## src/hw/opc_pkg.sv

```systemverilog
// package: register map, field layout and types for the pull control bank
package opc_pkg;

  localparam int          OPC_ADDR_W       = 8;
  localparam int          OPC_DATA_W       = 16;
  localparam int          OPC_WORD_W       = 26;
  localparam int          OPC_LOW_W        = 16;
  localparam int          OPC_HIGH_W       = 10;
  localparam int          OPC_SPAN_W       = 4;

  localparam logic [7:0]  OPC_LOW_OFS      = 8'h00;
  localparam logic [7:0]  OPC_HIGH_OFS     = 8'h01;
  localparam logic [7:0]  OPC_SPAN_OFS     = 8'h02;

  localparam int          OPC_OE_BIT       = 10;

  localparam logic [15:0] OPC_LOW_RST      = 16'h0000;
  localparam logic [9:0]  OPC_HIGH_RST     = 10'h000;
  localparam logic        OPC_OE_RST       = 1'b0;

  // host must not update the word faster than this
  localparam int          OPC_CLK_HZ       = 20000000;
  localparam int          OPC_UPD_MAX_HZ   = 38000;
  localparam int          OPC_UPD_MIN_CYC  = OPC_CLK_HZ / OPC_UPD_MAX_HZ;

  typedef struct packed {
    logic        wr;
    logic        rd;
    logic [7:0]  addr;
    logic [15:0] wdata;
  } opc_req_t;

  typedef struct packed {
    logic        valid;
    logic        err;
    logic [15:0] rdata;
  } opc_rsp_t;

  typedef enum logic [3:0] {
    OPC_SPAN_6P25, OPC_SPAN_10, OPC_SPAN_12P5, OPC_SPAN_25,
    OPC_SPAN_50, OPC_SPAN_80, OPC_SPAN_100, OPC_SPAN_125,
    OPC_SPAN_150, OPC_SPAN_200, OPC_SPAN_400, OPC_SPAN_600,
    OPC_SPAN_800, OPC_SPAN_1200, OPC_SPAN_1600, OPC_SPAN_3200
  } opc_span_t;

endpackage : opc_pkg

```

## src/hw/opc_field_reg.sv

```systemverilog
// generic writable field register with reset value
`timescale 1ns/1ns
`default_nettype none
module opc_field_reg #(
  parameter int W = 16
) (
  input  wire logic         sys_clk_i,
  input  wire logic         rst_i,
  input  wire logic [W-1:0] rst_val_i,
  input  wire logic         load_i,
  input  wire logic [W-1:0] data_i,
  output logic      [W-1:0] q_o
);

  logic [W-1:0] q_reg;
  logic [W-1:0] q_next;

  always_comb begin
    q_next = load_i ? data_i : q_reg;
  end

  // reset value comes in on rst_val_i: a tie-off constant, or the span_default_i input for the span
  always_ff @(posedge sys_clk_i) begin
    if (rst_i) begin
      q_reg <= rst_val_i;
    end else begin
      q_reg <= q_next;
    end
  end

  assign q_o = q_reg;

endmodule : opc_field_reg
`default_nettype wire

```

## src/hw/opc_pull_regs.sv

```systemverilog
// control register bank of the pullable oscillator
// What this block does
// - the 26-bit offset word is low register 0x00[15:0] plus 0x01[9:0].
// - the combined word is a signed two's complement offset.
// - after reset every bit of the offset word is zero.
// - a low word stays pending until a high word write applies the whole.
// - bit 10 of 0x01 is the software output enable, reset 0.
// - the software enable acts only under software control of enable.
// - bits 15:11 of 0x01 read zero and ignore writes.
// - register 0x02 holds a 4-bit pull span in bits 3:0, rest read zero.
// - the host changes settings by writes and the bank accepts them.
// - span codes 0 to 15 map ascending from 6.25 ppm to 3200 ppm.
// - the pull span resets to a factory constant input.
// - the register side is reached only as a bus slave up to 1 MHz.
`timescale 1ns/1ns
`default_nettype none
module opc_pull_regs
  import opc_pkg::*;
#(
  parameter int MIN_UPD_CYC = OPC_UPD_MIN_CYC
) (
  input  wire logic                  sys_clk_i,
  input  wire logic                  rst_i,
  input  wire opc_req_t              req_i,
  output opc_rsp_t                   rsp_o,
  input  wire logic [OPC_SPAN_W-1:0] span_default_i,
  input  wire logic                  oe_sw_ctrl_i,
  input  wire logic                  oe_pin_i,
  output logic [OPC_WORD_W-1:0]      pull_offset_value_o,
  output logic                       word_update_o,
  output opc_span_t                  span_o,
  output logic                       output_enable_o,
  output logic                       rate_violation_o
);

  ////////////////////////////////////////////////////////////////////////
  // decode

  logic wr_low;
  logic wr_high;
  logic wr_span;
  logic hit;

  // slave decode only, no master side
  always_comb begin
    hit     = (req_i.addr == OPC_LOW_OFS) || (req_i.addr == OPC_HIGH_OFS)
              || (req_i.addr == OPC_SPAN_OFS);
    wr_low  = req_i.wr && (req_i.addr == OPC_LOW_OFS);
    wr_high = req_i.wr && (req_i.addr == OPC_HIGH_OFS);
    wr_span = req_i.wr && (req_i.addr == OPC_SPAN_OFS);
  end

  ////////////////////////////////////////////////////////////////////////
  // stored fields

  logic [OPC_LOW_W-1:0]  low_offset_word;
  logic [OPC_HIGH_W-1:0] high_offset_word;
  logic [OPC_SPAN_W-1:0] span_q;

  opc_field_reg #(.W(OPC_LOW_W)) u_low (
    .sys_clk_i (sys_clk_i),
    .rst_i     (rst_i),
    .rst_val_i (OPC_LOW_RST),
    .load_i    (wr_low),
    .data_i    (req_i.wdata[OPC_LOW_W-1:0]),
    .q_o       (low_offset_word)
  );

  opc_field_reg #(.W(OPC_HIGH_W)) u_high (
    .sys_clk_i (sys_clk_i),
    .rst_i     (rst_i),
    .rst_val_i (OPC_HIGH_RST),
    .load_i    (wr_high),
    .data_i    (req_i.wdata[OPC_HIGH_W-1:0]),
    .q_o       (high_offset_word)
  );

  // span reset value is caught by the clocked reset, not asynchronously
  opc_field_reg #(.W(OPC_SPAN_W)) u_span (
    .sys_clk_i (sys_clk_i),
    .rst_i     (rst_i),
    .rst_val_i (span_default_i),
    .load_i    (wr_span),
    .data_i    (req_i.wdata[OPC_SPAN_W-1:0]),
    .q_o       (span_q)
  );

  ////////////////////////////////////////////////////////////////////////
  // software enable and applied word

  logic                  oe_sw_reg;
  logic                  oe_sw_next;
  logic [OPC_WORD_W-1:0] applied_reg;
  logic [OPC_WORD_W-1:0] applied_next;
  logic                  upd_reg;
  logic                  upd_next;

  always_comb begin
    oe_sw_next   = oe_sw_reg;
    applied_next = applied_reg;
    upd_next     = 1'b0;
    // under pin control the bit keeps its value
    if (wr_high && oe_sw_ctrl_i) begin
      oe_sw_next = req_i.wdata[OPC_OE_BIT];
    end
    // low word held pending until the high word lands
    if (wr_high) begin
      applied_next = {req_i.wdata[OPC_HIGH_W-1:0], low_offset_word};
      upd_next     = 1'b1;
    end
  end

  always_ff @(posedge sys_clk_i) begin
    if (rst_i) begin
      oe_sw_reg   <= OPC_OE_RST;
      applied_reg <= '0;
      upd_reg     <= 1'b0;
    end else begin
      oe_sw_reg   <= oe_sw_next;
      applied_reg <= applied_next;
      upd_reg     <= upd_next;
    end
  end

  ////////////////////////////////////////////////////////////////////////
  // update spacing monitor

  // a too-fast update is still applied; the flag only reports it
  opc_rate_guard #(.MIN_CYC(MIN_UPD_CYC)) u_guard (
    .sys_clk_i  (sys_clk_i),
    .rst_i      (rst_i),
    .upd_i      (upd_reg),
    .too_fast_o (rate_violation_o)
  );

  ////////////////////////////////////////////////////////////////////////
  // read path

  logic [OPC_DATA_W-1:0] rdata_reg;
  logic [OPC_DATA_W-1:0] rdata_next;
  logic                  rvalid_reg;
  logic                  rvalid_next;
  logic                  rerr_reg;
  logic                  rerr_next;

  always_comb begin
    rdata_next  = '0;
    rvalid_next = req_i.rd;
    rerr_next   = (req_i.rd || req_i.wr) && !hit;
    if (req_i.rd) begin
      unique case (req_i.addr)
        OPC_LOW_OFS:  rdata_next = low_offset_word;
        // upper bits stay zero
        OPC_HIGH_OFS: rdata_next = {5'h00, oe_sw_reg, high_offset_word};
        OPC_SPAN_OFS: rdata_next = {12'h000, span_q};
        default:      rdata_next = '0;
      endcase
    end
  end

  always_ff @(posedge sys_clk_i) begin
    if (rst_i) begin
      rdata_reg  <= '0;
      rvalid_reg <= 1'b0;
      rerr_reg   <= 1'b0;
    end else begin
      rdata_reg  <= rdata_next;
      rvalid_reg <= rvalid_next;
      rerr_reg   <= rerr_next;
    end
  end

  ////////////////////////////////////////////////////////////////////////
  // outputs

  always_comb begin
    rsp_o.valid = rvalid_reg;
    rsp_o.err   = rerr_reg;
    rsp_o.rdata = rdata_reg;
  end

  // signed offset, msb is the sign
  assign pull_offset_value_o = applied_reg;
  assign word_update_o       = upd_reg;
  assign span_o              = opc_span_t'(span_q);
  assign output_enable_o     = oe_sw_ctrl_i ? oe_sw_reg : oe_pin_i;

endmodule : opc_pull_regs
`default_nettype wire

```

## src/hw/opc_rate_guard.sv

```systemverilog
// flags frequency updates that arrive closer than the minimum spacing
`timescale 1ns/1ns
`default_nettype none
module opc_rate_guard
  import opc_pkg::*;
#(
  parameter int MIN_CYC = OPC_UPD_MIN_CYC
) (
  input  wire logic sys_clk_i,
  input  wire logic rst_i,
  input  wire logic upd_i,
  output logic      too_fast_o
);

  localparam int CW = $clog2(MIN_CYC + 1);

  logic [CW-1:0] cnt_reg;
  logic [CW-1:0] cnt_next;
  logic          fast_reg;
  logic          fast_next;

  always_comb begin
    cnt_next  = cnt_reg;
    fast_next = fast_reg;
    if (upd_i) begin
      if (cnt_reg != '0) begin
        fast_next = 1'b1;
      end
      cnt_next = CW'(MIN_CYC - 1);
    end else if (cnt_reg != '0) begin
      cnt_next = cnt_reg - 1'b1;
    end
  end

  always_ff @(posedge sys_clk_i) begin
    if (rst_i) begin
      cnt_reg  <= '0;
      fast_reg <= 1'b0;
    end else begin
      cnt_reg  <= cnt_next;
      fast_reg <= fast_next;
    end
  end

  assign too_fast_o = fast_reg;

endmodule : opc_rate_guard
`default_nettype wire

```

## config.mk

```make
export PLATFORM = sky130hd
export DESIGN_NAME = opc_pull_regs
export DESIGN_NICKNAME = d
export VERILOG_FILES = /design/src/hw/opc_pkg.sv /design/src/hw/opc_field_reg.sv /design/src/hw/opc_pull_regs.sv /design/src/hw/opc_rate_guard.sv
export SDC_FILE = /design/constraint.sdc
export NUM_CORES = 1
export LEC_CHECK = 0
export ABC_AREA = 0
export BUFFER_PORTS_ARGS = -buffer_cell sky130_fd_sc_hd__buf_2
export CAP_MARGIN = 20
export CORE_ASPECT_RATIO = 1.75
export CORE_MARGIN = 1.5
export CORE_UTILIZATION = 35
export CTS_CLUSTER_DIAMETER = 60
export DETAILED_ROUTE_END_ITERATION = 6
export GPL_TIMING_DRIVEN = 0
export PLACE_DENSITY = 0.64
export SYNTH_ARGS = -nofsm -noshare
export SYNTH_HDL_FRONTEND = slang
export SYNTH_SLANG_ARGS = --single-unit
```

## constraint.sdc

```tcl
create_clock -name sys_clk_i -period 3.25 [get_ports sys_clk_i]
set_clock_uncertainty 0.05 [all_clocks]
set_input_delay 0 -clock sys_clk_i [delete_from_list [all_inputs] [get_ports sys_clk_i]]
set_output_delay 0 -clock sys_clk_i [all_outputs]
set_load 0.05 [all_outputs]
```

==> run metrics, run 1 <==
RSZ-0062 raised after global routing no; max incr delay on CP 0.55 ns; Placer Congestion 0.8030; Layout fillers 798; max reg flops 26; largest family of logic cells by synthesized area simple AND/OR/NAND/NOR gates; Root Driver clkbuf_16; post-cts sizing count 0; HP Start req_i[21]; CTS Buffer Depth 2; endpoint type of the worst setup path flip-flop; Fin. Hold Viols 0; register-to-register setup slack 1.37 ns; Buffers & Inverters on Critical Path 3; CP Max Fanout 10; Critical path origin req_i[17]; initial antenna violation count 0; reg2reg end u_guard.cnt_reg[0]$_SDFFE_PP0P_; crit path DAT 2.21 ns; H-tree depth 3; fraction of layout cells with a size suffix above 1 25.81%; Final Cycle Share 63.29%; DR DRC count 0; leading cell type in the layout, fill and taps excluded buf_2; # diodes 0; Worst Hold End rerr_reg$_SDFF_PP0_; worst min-delay path class input port to flip-flop; grt met3 use 5.097%; worst slew pin tran 0.5407 ns; most frequent cells in the layout buf_2, dfxtp_1, nand2_1; cell family with most CP delay simple AND/OR/NAND/NOR gates; Leak 1.724 nW; RR Startpoint u_guard.cnt_reg[0]$_SDFFE_PP0P_; drt first pass iters 4; Final Max Tran Viols 0; Seq/Total Area, Yosys 53.51%; number of port buffers 82; 1st-iter DRT viols 85; Min Clock Period, post-route 2.057 ns; Total Wirelength 7.504 mm; Die ar. 9026 µm²; die span in y 124.6 µm; total CTS buffers 9; largest net degree at the start of global routing 13; CP required 3.40 ns; Rel. slew slack 63.02%; gr usage total 17.45%; setup TNS 0 ns; clock slew at reported path FFs 0.06 ns; Area growth syn-to-layout 36.03%; Worst setup SP type input port; Mapped Area 2955 µm²; post-synthesis compound-gate area fraction 8.213%; post-synth cell types 40; clock sinks 77; achievable frequency 486.2 MHz; Starting Density 35.79%; TritonCTS clock tree built; EDFF count, synth 4; total power 0.002396 W; Post-Synth Adder-Cell Area 0.8467%; WHS Path Cells 3; Critical Path, Cell by Cell dlygate4sd3_1 > buf_6 > or4b_4 > nor3_4 > buf_12 > mux2i_1 > nor2_1; Synth Area in Simple Gates 20.03%; Sequential cell area 1582 µm²; Final HPWL DP 5.397 mm; row count 44; ys async rst share 0%; Synth Register Bits 77; multiplexer share of the synthesized area 12.74%; most used routing layer met2; R2R depth 6; Max stage delay cell, worst path dlygate4sd3_1; first-pass GRT wire length 12.01 mm; Via density 4.909; Syn Nets 347; Post-synth top flop dfxtp_1; IO Pins 85; Warnings, synthesis 0; status finished, final reports clean; Layout Nets 465; chip width 72.46 µm; Synth Area in XOR/XNOR 0.8891%; Setup Crit Path Kind input port to flip-flop; Syn Inst Count 311; ANT nets after route 0; final setup vio count 0; aggregate global routing overflow 0; vias in the first global route 2,503; Avg WL per Cell 14.27 µm; area of the multi-input gates 1262 µm²; maximum VDD drop 0.3433 mV; M1 GR Usage 18.86%; # Max-Cap Violations 0; syn avg cell area 9.503 µm²; Power per Cell Area 596.1 nW/µm²; Core Area 8258 µm²; DR vias 2,582; met2 Use GR 30.66%; Clock Latency Late Sink 0.33 ns
-- worst reg2reg max path, stage by stage (launching register included) --
cell     delay (ns)
dfxtp_1        0.35
inv_1          0.09
ha_1           0.18
nor3b_1        0.43
nand3_1        0.32
xnor2_1        0.23
a21oi_1        0.08
-- area by class of cell --
class | instances | area share, %
Tap cell | 92 | 2.863
Timing Repair Buffer | 107 | 16.43
Multi-Input combinational cell | 213 | 31.40
Clock buffer | 13 | 6.723
Buffer | 17 | 2.397
Clock inverter | 3 | 0.4669
Sequential cell | 77 | 39.34
Inverter | 4 | 0.3735
-- per-stage QoR --
| step | worst slack, ns | instances | utilization, % | cell area (µm²) | hold slack, ns |
|---|---|---|---|---|---|
| 2_1_floorplan | 1.604 | 311 | - | 2955 | 0.04471 |
| 3_3_place_gp | 1.330 | 485 | 42.15 | 3481 | 0.1828 |
| 3_5_place_dp | 1.321 | 485 | 42.15 | 3481 | 0.1935 |
| 4_1_cts | 1.201 | 526 | 48.68 | 4020 | 0.02926 |
| 5_1_grt | 1.090 | 526 | 48.68 | 4020 | 0.08640 |
| 6_report | 1.193 | 526 | 48.68 | 4020 | 0.04130 |
-- cell families after synthesis --
group	after synthesis
AND/OR/NAND/NOR	128
flip-flops	77
AO/OA/AOI/OAI	43
multiplexers	37
buffers and inverters	21
XOR/XNOR	3
adder cells (fa/ha/maj)	2
-- power by group --
group / internal [W] / leakage, nW / switching [W] / total [W]
clock: 0.000578 / 0.146 / 0.000371 / 0.000949
sequential: 0.00101 / 0.629 / 0.0000541 / 0.00106
combinational: 0.000175 / 0.949 / 0.000212 / 0.000387
-- synth_stat cells, types with 3 or more instances --
cell type / number / area share (%)
a211oi_1: 3 / 0.76
a21oi_1: 31 / 5.2
and2_1: 5 / 1.1
clkbuf_1: 11 / 1.4
dfxtp_1: 73 / 49
edfxtp_1: 4 / 4.1
inv_1: 4 / 0.51
mux2_2: 5 / 1.9
mux2i_1: 32 / 11
nand2_1: 50 / 6.4
nand3_1: 4 / 0.68
nor2_1: 46 / 5.8
or3_1: 3 / 0.64
or4_1: 6 / 1.5
xnor2_1: 3 / 0.89
-- per-layer routing --
| metal | vias up | wire length (µm) |
|---|---|---|
| li1 | 1293 | - |
| met1 | 1207 | 3095 |
| met2 | 72 | 3947 |
| met3 | 10 | 329 |
| met4 | 0 | 131 |
| met5 | - | 0 |
-- what timing repair did --
item | CTS | global route
hold endpoints to repair | 37 | 0
setup endpoints to repair | 0 | 0
setup buffers | 0 | 0
hold buffers | 25 | 0
-- how the worst max path moves through the flow --
stage	to	cells past startpoint
finish	u_low.q_o[11]$_SDFFE_PP0P_	7
global route	u_low.q_o[13]$_SDFFE_PP0P_	7
CTS	u_low.q_o[9]$_SDFFE_PP0P_	7
detailed placement	u_low.q_o[9]$_SDFFE_PP0P_	6
global placement	u_low.q_o[5]$_SDFFE_PP0P_	6
floorplan	u_guard.cnt_reg[7]$_SDFFE_PP0P_	4
Note: power is estimated with default switching activity, not from simulation.
==> run 2: changes to the inputs <==
- PLACE_DENSITY: 0.64 -> 0.66
- clock period: 3.25 -> 1.8 ns (I/O delays scaled with it)
==> run metrics, run 2 (synthesized netlist as in run 1, its figures left out) <==
first-pass GRT wire length 11.50 mm (-4.3%); # diodes 0 (unchanged); R2R depth 6 (unchanged); leading cell type in the layout, fill and taps excluded buf_2; Fin Hold WS 0.03639 ns (-0.004905 ns); status finished, final reports clean; maximum VDD drop 0.7582 mV (+120%); Avg WL per Cell 14.39 µm (+0.85%); clock sinks 77 (unchanged); max incr delay on CP 0.35 ns (-0.20 ns); DR vias 2,628 (+1.8%); Rel. slew slack 60.86% (-2.2 points); # placed instances 485 (unchanged); CP required 1.94 ns (-1.46 ns); Cell Count, Final, Fillers Out 527 (+0.19%); die span in y 124.6 µm (unchanged); drt first pass iters 4 (unchanged); Final Max Tran Viols 0 (unchanged); 1st-iter DRT viols 119 (+40%); sw power 0.001164 W (+83%); combinational power share 16.7% (+0.5 points); gr usage total 16.78% (-0.67 points); worst slew pin tran 0.5871 ns (+0.04642 ns); Via density 4.987 (+1.6%); # Max-Cap Violations 0 (unchanged); clock slew at reported path FFs 0.06 ns (about the same); row count 44 (unchanged); H-tree depth 3 (unchanged); largest net degree at the start of global routing 13 (unchanged); CTS Buffer Depth 2 (unchanged); RSZ-0062 raised after global routing yes; most frequent cells in the layout buf_2, dfxtp_1, nand2_1; Worst setup SP type flip-flop; Clock power frac 40.2% (+0.6 points); Sw Share 26.01% (-0.57 points); fraction of layout cells with a size suffix above 1 26.21% (+0.40 points); final setup vio count 0 (unchanged); Starting Density 35.79% (unchanged); chip width 72.46 µm (unchanged); total power 0.004473 W (+87%); vias in the first global route 2,474 (-1.2%); worst min-delay path class input port to flip-flop; Core Area 8258 µm² (unchanged); Die ar. 9026 µm² (unchanged); ANT nets after route 0 (unchanged); register share of total power 43.1% (-1.1 points); initial antenna violation count 0 (unchanged); DR DRC count 0 (unchanged); Total Wirelength 7.582 mm (+1.0%); Placer Congestion 0.8343 (+3.9%); TritonCTS clock tree built; Power per Cell Area 1103 nW/µm² (+85%); max reg flops 26 (unchanged); Layout Nets 466 (+0.22%); Setup Crit Path Kind flip-flop to flip-flop; Root Driver clkbuf_16; endpoint type of the worst setup path flip-flop; total CTS buffers 9 (unchanged); Clock Latency Late Sink 0.33 ns (about the same); CP Max Fanout 5 (-5); Critical Path, Cell by Cell inv_1 > ha_1 > nor3b_2 > nand3_1 > xnor2_1 > a21oi_1; Leak 1.733 nW (+0.50%); aggregate global routing overflow 0 (unchanged); crit path DAT 1.92 ns (-0.29 ns); Final Cycle Share 98.80%; Area growth syn-to-layout 37.26%; WHS Path Cells 5 (+2); achievable frequency 562.3 MHz; Fin. Hold Viols 0 (unchanged); number of port buffers 82 (unchanged); cell internal pwr 0.003310 W (+88%); Max stage delay cell, worst path dfxtp_1; IO Pins 85 (unchanged); Min Clock Period, post-route 1.778 ns; Final HPWL DP 5.360 mm (-0.69%)
## run 2: cell types whose count changed in the layout (fill, tap and decap cells not counted), sizes merged
cell	before	now
clkbuf	24	26
clkinv	3	0
bufinv	0	1
buf	88	90
dlygate4sd3	25	24
## run 2: power by group through the flow
stage / logic [W] / registers, W / clock network, W
CTS: 0.000704 / 0.00191 / 0.00183
global route: 0.000817 / 0.00194 / 0.00189
floorplan: 0.000475 / 0.00195 / 0
detailed placement: 0.000651 / 0.00195 / 0
finish: 0.000749 / 0.00193 / 0.00180
global placement: 0.000634 / 0.00194 / 0
## run 2: worst max-delay path, delay by kind of cell (launching register included)
kind | cells | cell delay, ns
AOI/OAI and AO/OA | 1 | 0.09
adders and majority gates | 1 | 0.17
and+or+nand+nor | 2 | 0.62
buffers and inverters | 1 | 0.11
DFF | 1 | 0.35
xor gates and xnor gates | 1 | 0.23
## run 2: metal layers
| layer | GRT usage [%] | vias to the layer above | wire, µm |
|---|---|---|---|
| li1 | - | 1298 | - |
| met1 | 17.94 | 1235 | 3043 |
| met2 | 28.98 | 80 | 3959 |
| met3 | 4.773 | 15 | 396 |
| met4 | 8.879 | 0 | 182 |
| met5 | 0 | - | 0 |
## run 2: final timing paths
path / startpoint / end / slack [ns]
worst max-delay path: u_guard.cnt_reg[0]$_SDFFE_PP0P_ / u_guard.cnt_reg[0]$_SDFFE_PP0P_ / 0.02
worst min-delay path: oe_sw_ctrl_i / oe_sw_reg$_SDFFE_PP0P_ / 0.04
worst max register to register: u_guard.cnt_reg[0]$_SDFFE_PP0P_ / u_guard.cnt_reg[0]$_SDFFE_PP0P_ / 0.02
worst min register to register: pull_offset_value_o[9]$_SDFFE_PP0N_ / pull_offset_value_o[9]$_SDFFE_PP0N_ / 0.40
## run 2: area by class of cell
class                      count  area [µm²]
sequential                    77        1582
buffer                        17       96.34
inverter                       4       15.01
tap                           92       115.1
fill                         821        4202
clock inverter                 1       30.03
clock buffer                  15       267.8
multi-input combinational    213        1285
timing repair buffer         108       665.6
## run 2: what timing repair did
item / 4_1_cts / 5_1_grt
hold buffers: 24 / 0
setup endpoints to repair: 2 / 8
pin swaps: 0 / 1
setup buffers: 0 / 2
hold endpoints to repair: 37 / 0
resized for setup: 1 / 4
## run 2: metrics by stage
| stage | instance area, µm² | setup TNS [ns] | utilization (%) | setup WS (ns) |
|---|---|---|---|---|
| finish | 4056 | 0 | 49.12 | 0.02154 |
| global route | 4056 | -0.1165 | 49.12 | -0.06400 |
| CTS | 4024 | 0 | 48.73 | 0.001599 |
| detailed placement | 3481 | -2.457 | 42.15 | -0.1315 |
| global placement | 3481 | -1.368 | 42.15 | -0.1073 |
| floorplan | 2955 | 0 | - | 0.1536 |
